## src/fct_cfg.svh

```systemverilog
// offsets, field positions, reset values and timing counts of the fixed-cycle timer
// assumes a 100 MHz system clock and a 32768 Hz oscillator derived from it
`ifndef FCT_CFG_SVH
`define FCT_CFG_SVH

`define FCT_ADDR_SETUP    4'hc
`define FCT_ADDR_COUNT    4'hd
`define FCT_ADDR_CTRL     4'he

`define FCT_RUN_BIT       7
`define FCT_SRC_HI_BIT    5
`define FCT_SRC_LO_BIT    4
`define FCT_MODE_BIT      4
`define FCT_ALARM_BIT     3
`define FCT_FLAG_BIT      2
`define FCT_AIE_BIT       1
`define FCT_IE_BIT        0

`define FCT_RST_PRESET    8'h00
`define FCT_RST_SRC       2'h0

`define FCT_SRC_4096      2'h0
`define FCT_SRC_64        2'h1
`define FCT_SRC_1         2'h2
`define FCT_SRC_MIN       2'h3

`define FCT_CLK_HZ        100000000
`define FCT_CLK_NS        10
`define FCT_OSC_HZ        32768
`define FCT_OSC_DIV_CYC   ((`FCT_CLK_HZ + `FCT_OSC_HZ / 2) / `FCT_OSC_HZ)
`define FCT_PRE_4096_MASK 15'h0007
`define FCT_PRE_64_MASK   15'h01ff
`define FCT_PRE_1_MASK    15'h7fff
`define FCT_SEC_LAST      6'h3b

`define FCT_RTN_FAST_NS   122000
`define FCT_RTN_SLOW_NS   7813000
`define FCT_RTN_FAST_CYC  (`FCT_RTN_FAST_NS / `FCT_CLK_NS)
`define FCT_RTN_SLOW_CYC  (`FCT_RTN_SLOW_NS / `FCT_CLK_NS)

`endif

```

## src/fct_pkg.sv

```systemverilog
// types of the fixed-cycle timer
// assumes nothing beyond a SystemVerilog compiler
package fct_pkg;
  typedef enum logic [3:0] {
    FCT_IDLE = 4'b0001,
    FCT_WAIT = 4'b0010,
    FCT_RUN  = 4'b0100,
    FCT_DONE = 4'b1000
  } fct_state_t;
endpackage

```

## src/fct_timer.sv

```systemverilog
// fixed-cycle interrupt timer with register port and open-drain interrupt
// assumes link_clk is the serial port clock, asynchronous to clk
//
// Contract
// - run enable 0 halts; 0-to-1 restarts from preset
// - event sets flag; drives irq if enabled
// - writing 0 clears flag; 1 ignored
// - flag sticky; level stop keeps irq
// - irq enable 0 blocks or releases output
// - countdown starts at serial clock rising edge
// - period is preset times source period
// - first interval up to one tick short
// - event at 01h to 00h; level ends
// - level mode: enable toggles output while flagged
// - level mode: clearing flag releases output
// - repeat mode reloads preset after event
// - repeat mode: output low for return time
// - repeat mode: stop releases output immediately
// - repeat mode: flag clear keeps output low
// - repeat mode: enable fall releases output
// - two-bit source select picks countdown clock
// - return time 122 us or 7.813 ms
// - mode bit: 0 level, 1 repeat
`timescale 1ns/1ps
`include "fct_cfg.svh"

module fct_timer #(
  parameter int unsigned OSC_DIV_CYC  = `FCT_OSC_DIV_CYC,
  parameter int unsigned RTN_FAST_CYC = `FCT_RTN_FAST_CYC,
  parameter int unsigned RTN_SLOW_CYC = `FCT_RTN_SLOW_CYC
) (
  input  wire logic       clk,
  input  wire logic       arst_n,
  input  wire logic [3:0] addr,
  input  wire logic [7:0] wdata,
  input  wire logic       wr,
  input  wire logic       rd,
  output logic      [7:0] rdata,
  input  wire logic       link_clk,
  output logic            timer_irq_out_n,
  output logic            timer_irq_oe
);
  import fct_pkg::*;

  localparam logic [11:0] OSC_LAST  = 12'(OSC_DIV_CYC - 1);
  localparam logic [19:0] RTN_FAST  = 20'(RTN_FAST_CYC - 1);
  localparam logic [19:0] RTN_SLOW  = 20'(RTN_SLOW_CYC - 1);

  fct_state_t  st_r;
  logic        timer_run_enable;
  logic        source_select_hi;
  logic        source_select_lo;
  logic        repeat_mode_select;
  logic        timer_irq_enable;
  logic        timer_event_flag;
  logic [7:0]  preset_r;
  logic [7:0]  cnt_r;
  logic [11:0] osc_div_r;
  logic [14:0] osc_cnt_r;
  logic [5:0]  sec_r;
  logic        osc_tick;
  logic        src_tick;
  logic [1:0]  src_sel;
  logic [2:0]  link_sync_r;
  logic        link_rise;
  logic        rep_low_r;
  logic [19:0] rtn_cnt_r;
  logic        wr_setup;
  logic        wr_ctrl;
  logic        start_req;
  logic        stop_req;
  logic        clr_req;
  logic        ie_fall;
  logic        evt;
  logic        flag_nxt;
  logic        ie_nxt;
  logic        rep_low_nxt;
  logic        irq_oe_r;
  logic        irq_n_r;
  logic [7:0]  rdata_r;

  assign src_sel   = {source_select_hi, source_select_lo};
  assign wr_setup  = wr && (addr == `FCT_ADDR_SETUP);
  assign wr_ctrl   = wr && (addr == `FCT_ADDR_CTRL);
  assign start_req = wr_setup && wdata[`FCT_RUN_BIT] && !timer_run_enable;
  assign stop_req  = wr_setup && !wdata[`FCT_RUN_BIT];
  assign clr_req   = wr_ctrl && !wdata[`FCT_FLAG_BIT];
  assign ie_fall   = wr_ctrl && !wdata[`FCT_IE_BIT] && timer_irq_enable;
  assign link_rise = link_sync_r[1] && !link_sync_r[2];
  assign evt       = (st_r == FCT_RUN) && src_tick && (cnt_r == 8'h01);

  // register file
  always_ff @(posedge clk or negedge arst_n) begin
    if (!arst_n) begin
      timer_run_enable   <= 1'b0;
      source_select_hi   <= 1'b0;
      source_select_lo   <= 1'b0;
      preset_r           <= `FCT_RST_PRESET;
      repeat_mode_select <= 1'b0;
      timer_irq_enable   <= 1'b0;
    end else if (wr_setup) begin
      timer_run_enable <= wdata[`FCT_RUN_BIT];
      source_select_hi <= wdata[`FCT_SRC_HI_BIT];
      source_select_lo <= wdata[`FCT_SRC_LO_BIT];
    end else if (wr && addr == `FCT_ADDR_COUNT) begin
      preset_r <= wdata;
    end else if (wr_ctrl) begin
      repeat_mode_select <= wdata[`FCT_MODE_BIT];
      timer_irq_enable   <= wdata[`FCT_IE_BIT];
    end
  end

  // read data stand only in the cycle after the strobe
  always_ff @(posedge clk or negedge arst_n) begin
    if (!arst_n) begin
      rdata_r <= 8'h00;
    end else if (!rd) begin
      rdata_r <= 8'h00;
    end else begin
      case (addr)
        `FCT_ADDR_SETUP: rdata_r <= {timer_run_enable, 1'b0, src_sel, 4'h0};
        `FCT_ADDR_COUNT: rdata_r <= preset_r;
        `FCT_ADDR_CTRL:  rdata_r <= {3'h0, repeat_mode_select, 1'b0,
                                     timer_event_flag, 1'b0, timer_irq_enable};
        default:         rdata_r <= 8'h00;
      endcase
    end
  end

  // free-running oscillator; not realigned on start, so the first interval can be short
  always_ff @(posedge clk or negedge arst_n) begin
    if (!arst_n) begin
      osc_div_r <= 12'h000;
      osc_cnt_r <= 15'h0000;
      sec_r     <= 6'h00;
    end else if (osc_div_r == OSC_LAST) begin
      osc_div_r <= 12'h000;
      osc_cnt_r <= osc_cnt_r + 15'h0001;
      if (osc_cnt_r == `FCT_PRE_1_MASK) begin
        sec_r <= (sec_r == `FCT_SEC_LAST) ? 6'h00 : sec_r + 6'h01;
      end
    end else begin
      osc_div_r <= osc_div_r + 12'h001;
    end
  end

  assign osc_tick = (osc_div_r == OSC_LAST);

  always_comb begin
    case (src_sel)
      `FCT_SRC_4096: src_tick = osc_tick
                                && ((osc_cnt_r & `FCT_PRE_4096_MASK) == `FCT_PRE_4096_MASK);
      `FCT_SRC_64:   src_tick = osc_tick && ((osc_cnt_r & `FCT_PRE_64_MASK) == `FCT_PRE_64_MASK);
      `FCT_SRC_1:    src_tick = osc_tick && (osc_cnt_r == `FCT_PRE_1_MASK);
      default:       src_tick = osc_tick && (osc_cnt_r == `FCT_PRE_1_MASK)
                                && (sec_r == `FCT_SEC_LAST);
    endcase
  end

  // link clock synchroniser; stage 0 feeds stage 1 only
  always_ff @(posedge clk or negedge arst_n) begin
    if (!arst_n) begin
      link_sync_r <= 3'h0;
    end else begin
      link_sync_r <= {link_sync_r[1:0], link_clk};
    end
  end

  // countdown sequencer
  always_ff @(posedge clk or negedge arst_n) begin
    if (!arst_n) begin
      st_r  <= FCT_IDLE;
      cnt_r <= `FCT_RST_PRESET;
    end else begin
      case (st_r)
        FCT_IDLE: begin
          if (start_req) begin
            st_r <= FCT_WAIT;
          end
        end
        FCT_WAIT: begin
          if (stop_req) begin
            st_r <= FCT_IDLE;
          end else if (link_rise) begin
            st_r  <= FCT_RUN;
            cnt_r <= preset_r;
          end
        end
        FCT_RUN: begin
          if (stop_req) begin
            st_r <= FCT_IDLE;
          end else if (evt) begin
            if (repeat_mode_select) begin
              cnt_r <= preset_r;
            end else begin
              cnt_r <= 8'h00;
              st_r  <= FCT_DONE;
            end
          end else if (src_tick && cnt_r != 8'h00) begin
            cnt_r <= cnt_r - 8'h01;
          end
        end
        FCT_DONE: begin
          if (stop_req) begin
            st_r <= FCT_IDLE;
          end
        end
        default: st_r <= FCT_IDLE;
      endcase
    end
  end

  // flag: event wins over a same-cycle clear
  always_comb begin
    flag_nxt = timer_event_flag;
    if (evt) begin
      flag_nxt = 1'b1;
    end else if (clr_req) begin
      flag_nxt = 1'b0;
    end
    ie_nxt = wr_ctrl ? wdata[`FCT_IE_BIT] : timer_irq_enable;
  end

  always_ff @(posedge clk or negedge arst_n) begin
    if (!arst_n) begin
      timer_event_flag <= 1'b0;
    end else begin
      timer_event_flag <= flag_nxt;
    end
  end

  // repeat-mode pulse with auto return
  always_comb begin
    rep_low_nxt = rep_low_r;
    if (!repeat_mode_select || stop_req || ie_fall) begin
      rep_low_nxt = 1'b0;
    end else if (evt && timer_irq_enable) begin
      rep_low_nxt = 1'b1;
    end else if (rep_low_r && rtn_cnt_r == 20'h00000) begin
      rep_low_nxt = 1'b0;
    end
  end

  always_ff @(posedge clk or negedge arst_n) begin
    if (!arst_n) begin
      rep_low_r <= 1'b0;
      rtn_cnt_r <= 20'h00000;
    end else begin
      rep_low_r <= rep_low_nxt;
      if (evt) begin
        rtn_cnt_r <= (src_sel == `FCT_SRC_4096) ? RTN_FAST : RTN_SLOW;
      end else if (rtn_cnt_r != 20'h00000) begin
        rtn_cnt_r <= rtn_cnt_r - 20'h00001;
      end
    end
  end

  // open-drain pin: only ever pulls low
  always_ff @(posedge clk or negedge arst_n) begin
    if (!arst_n) begin
      irq_oe_r <= 1'b0;
      irq_n_r  <= 1'b0;
    end else begin
      irq_n_r  <= 1'b0;
      irq_oe_r <= repeat_mode_select ? rep_low_nxt
                                     : (flag_nxt && ie_nxt);
    end
  end

  assign rdata           = rdata_r;
  assign timer_irq_out_n = irq_n_r;
  assign timer_irq_oe    = irq_oe_r;
endmodule

```

## config.mk

```make
export PLATFORM = sky130hd
export DESIGN_NAME = fct_timer
export DESIGN_NICKNAME = d
export VERILOG_FILES = /design/src/fct_pkg.sv /design/src/fct_timer.sv
export VERILOG_INCLUDE_DIRS = /design/src
export SDC_FILE = /design/constraint.sdc
export NUM_CORES = 1
export LEC_CHECK = 0
export BUFFER_PORTS_ARGS = -buffer_cell sky130_fd_sc_hd__buf_2
export CORE_MARGIN = 3
export CORE_UTILIZATION = 45
export DETAILED_ROUTE_END_ITERATION = 10
export HOLD_SLACK_MARGIN = 0.05
export PLACE_DENSITY = 0.73
export SLEW_MARGIN = 25
export SYNTH_ARGS = -nofsm -noshare
export SYNTH_HDL_FRONTEND = slang
export SYNTH_SLANG_ARGS = --single-unit
```

## constraint.sdc

```tcl
create_clock -name clk -period 5.9 [get_ports clk]
set_input_delay 1.18 -clock clk [delete_from_list [all_inputs] [get_ports clk]]
set_output_delay 1.18 -clock clk [all_outputs]
set_load 0.02 [all_outputs]
```

==> results.toml <==
[finish]
nets = 488
layout-drive-gt1-share_pct = 15.4
area_growth_syn_to_layout_pct = 11.0
final_cell_mix = "dfrtp_1, nand2_1, nor2_1, inv_1, buf_2"
diodes = 0
final_common_cell = "dfrtp_1"

[clock_tree]
htree_num_levels = 3
cts_buffer_depth = 2
postCtsHoldBufs = 0
ctsResizeCount = 0
cts_buffers = 9
cts_tree = "yes"
root_buffer = "clkbuf_8"
clkSinkCount = 92
clk_latency_ns = 0.36
post_cts_buffers = 0
clkTransAtPathRegs_ns = 0.09

[route]
drc = 0
firstDrtPassIters = 4
ant_nets = 0
drt-initial-drc-count = 177
via_per_inst = 5.52
wl_per_cell_um = 14.5
drt-total-wl_um = 8650
via_count = 3293

[global_routing]
grt_pass1_wl_um = 15000
grt_max_degree = 56
grt_usage_pct = 16.3
grt_antenna_before_repair = 0
gr-total-overflow = 0
grt_pass1_vias = 3250

[critical_path]
cpLargestDelayFamily = "simple AND/OR/NAND/NOR gates"
path_depth = 7
start_kind = "flop"
cp_data_required_time_ns = 6.12
path_cells = "ha_1, nand4b_1, nor3_4, and4_1, nand3_1, nor3_1, a21oi_1"
cpPeakStageDelay_ns = 0.68
crit_path_max_fanout = 18
cpMaxStageDelayCell = "nor3_4"
worst_setup_path_end_kind = "flop"
arrival_ns = 3.29
crit_type = "reg -> reg"
crit_buf_inv = 0
r2r_cells = 7

[job]
maxCapViolations = 0

[sta]
fmax_ghz = 0.326
setup_tns_ns = 0
grt_setup_unrepaired = "false"
slew_headroom_pct = 35.5
final-hold-violation-count = 0
min_period_ns = 3.07
period_share_pct = 52.1
maxSlewViolCount = 0
skew_ns = 0.00769
worstMarginPinSlew_ns = 0.967
hold_ws_ns = 0.386
setup_viol = 0

[floorplanning]
core_region_area_sq_mm = 0.00946
row_count = 35
initial_core_util_pct = 47.5
fp.dieArea_sq_mm = 0.0112
io-pin-count = 27
fp.dieH_um = 106
die-width_um = 106

[yosys]
synth_area_per_cell_sq_um = 10.3
syn_nets = 461
ys_ff_latch = 92
synth.cell_area_sq_mm = 0.00449
synth_edf_count = 0
synth-main-ff-cell = "dfrtp_1"
ys.warnings.count = 0
syn_inst = 436
synth-async-reset-ratio_pct = 100
synth.distinct_cells = 57
yosysSeqAreaShare_pct = 51.3

[power]
power_density_mw_per_mm2 = 256
peakVddDrop_mv = 0.128
p_leak_nw = 2.45

[min_path]
min_delay_path_depth = 0
hp-class = "reg -> reg"

[place]
dpl.hpwl_um = 6250
numPortBuffers = 25
gp_congestion = 0.839

[status]
status = "finished clean"
-- final timing paths --
check / startpoint / endpoint / slack (ns)
worst max-delay path: osc_div_r[0] / rtn_cnt_r[6] / 2.83
worst min-delay path: link_sync_r[0] / link_sync_r[1] / 0.39
worst max register to register: osc_div_r[0] / rtn_cnt_r[6] / 2.83
worst min register to register: link_sync_r[0] / link_sync_r[1] / 0.39
max in group asynchronous: arst_n / cnt_r[6] / 4.09
min in group asynchronous: arst_n / rtn_cnt_r[9] / 0.77
-- metal layers --
layer	vias up	share of wire [%]	track usage [%]
li1	1603	-	-
met3	11	5.1	4.49
met2	63	48	26.3
met1	1616	46	21.7
met4	0	1.3	4.63
met5	-	0	0
-- worst register-to-register path: stages, from the launching register on --
cell and delay, ns:
dfrtp_1 0.40, ha_1 0.22, nand4b_1 0.25, nor3_4 0.68, and4_1 0.40, nand3_1 0.46, nor3_1 0.46, a21oi_1 0.08
-- synthesized netlist by cell type (3+ instances only) --
library cell  number  area [sq um]
a22o_1             6          52.6
ha_1               8           100
and3_1             7          43.8
o32ai_1            3          26.3
or3_1             10          62.6
nand3_1           19          95.1
nand2b_1           3          18.8
nor2_1            35           131
inv_1             25          93.8
or4_1              4          30.0
nor4_1            10          62.6
o22ai_1            4          25.0
and4_1             3          26.3
clkbuf_1           6          22.5
xor2_1            16           140
nand2_1           36           135
dfrtp_1           91          2280
mux2_2            16           180
mux2i_1            5          50.1
o21ai_0           21           105
nor3_1            15          75.1
nand4_1            9          56.3
o31ai_1            5          37.5
nor2b_1            5          31.3
a21oi_1           10          50.1
xnor2_1           21           184
-- report_power, final --
group	leakage, nW	total (W)	switching, W	internal, W
Clock	0.122	0.000509	0.000224	0.000285
Combinational	1.10	0.0000837	0.0000470	0.0000367
Sequential	1.22	0.000683	0.0000273	0.000656
-- cell type report --
cell class	count	area [sq um]
clock buffer	9	124
inverter	25	93.8
multi-input combinational	309	2050
fill	860	4470
timing repair buffer	26	135
sequential	92	2300
tap	129	161
clock inverter	7	123
-- stage by stage --
step	std cells	setup slack, ns	power [W]	utilization [%]	instance area (sq um)
floorplan	436	3.17	0.000738	-	4490
global placement	581	2.91	0.000778	50.1	4740
detailed placement	581	2.86	0.000781	50.1	4740
CTS	597	2.85	0.00129	52.7	4990
global route	597	2.52	0.00133	52.7	4990
finish	597	2.83	0.00128	52.7	4990
-- cell families (layout without fill, tap and decap cells) --
| family | Yosys count | after routing | synth area share [%] |
|---|---|---|---|
| adders and majority gates | 8 | 8 | 2.23 |
| xor gates and xnor gates | 37 | 37 | 7.21 |
| and+or+nand+nor | 172 | 172 | 20.6 |
| DFF | 92 | 92 | 51.3 |
| muxes | 21 | 21 | 5.12 |
| buffers and inverters | 35 | 67 | 3.15 |
| AOI/OAI and AO/OA | 70 | 70 | 10.3 |
| other | 1 | 1 | 0.0835 |
-- flip-flops by register name, summed over array words and instances, names as in the netlist --
| signal | flops |
|---|---|
| rtn_cnt_r | 20 |
| osc_cnt_r | 15 |
| osc_div_r | 12 |
| cnt_r | 8 |
| preset_r | 8 |
| rdata | 8 |
| sec_r | 6 |
| st_r | 4 |
| link_sync_r | 3 |
| rep_low_r | 1 |
| repeat_mode_select | 1 |
| source_select_hi | 1 |
| source_select_lo | 1 |
| timer_event_flag | 1 |
| timer_irq_enable | 1 |
| timer_irq_oe | 1 |
| timer_run_enable | 1 |
No activity file was read; power rests on OpenSTA's default activity.
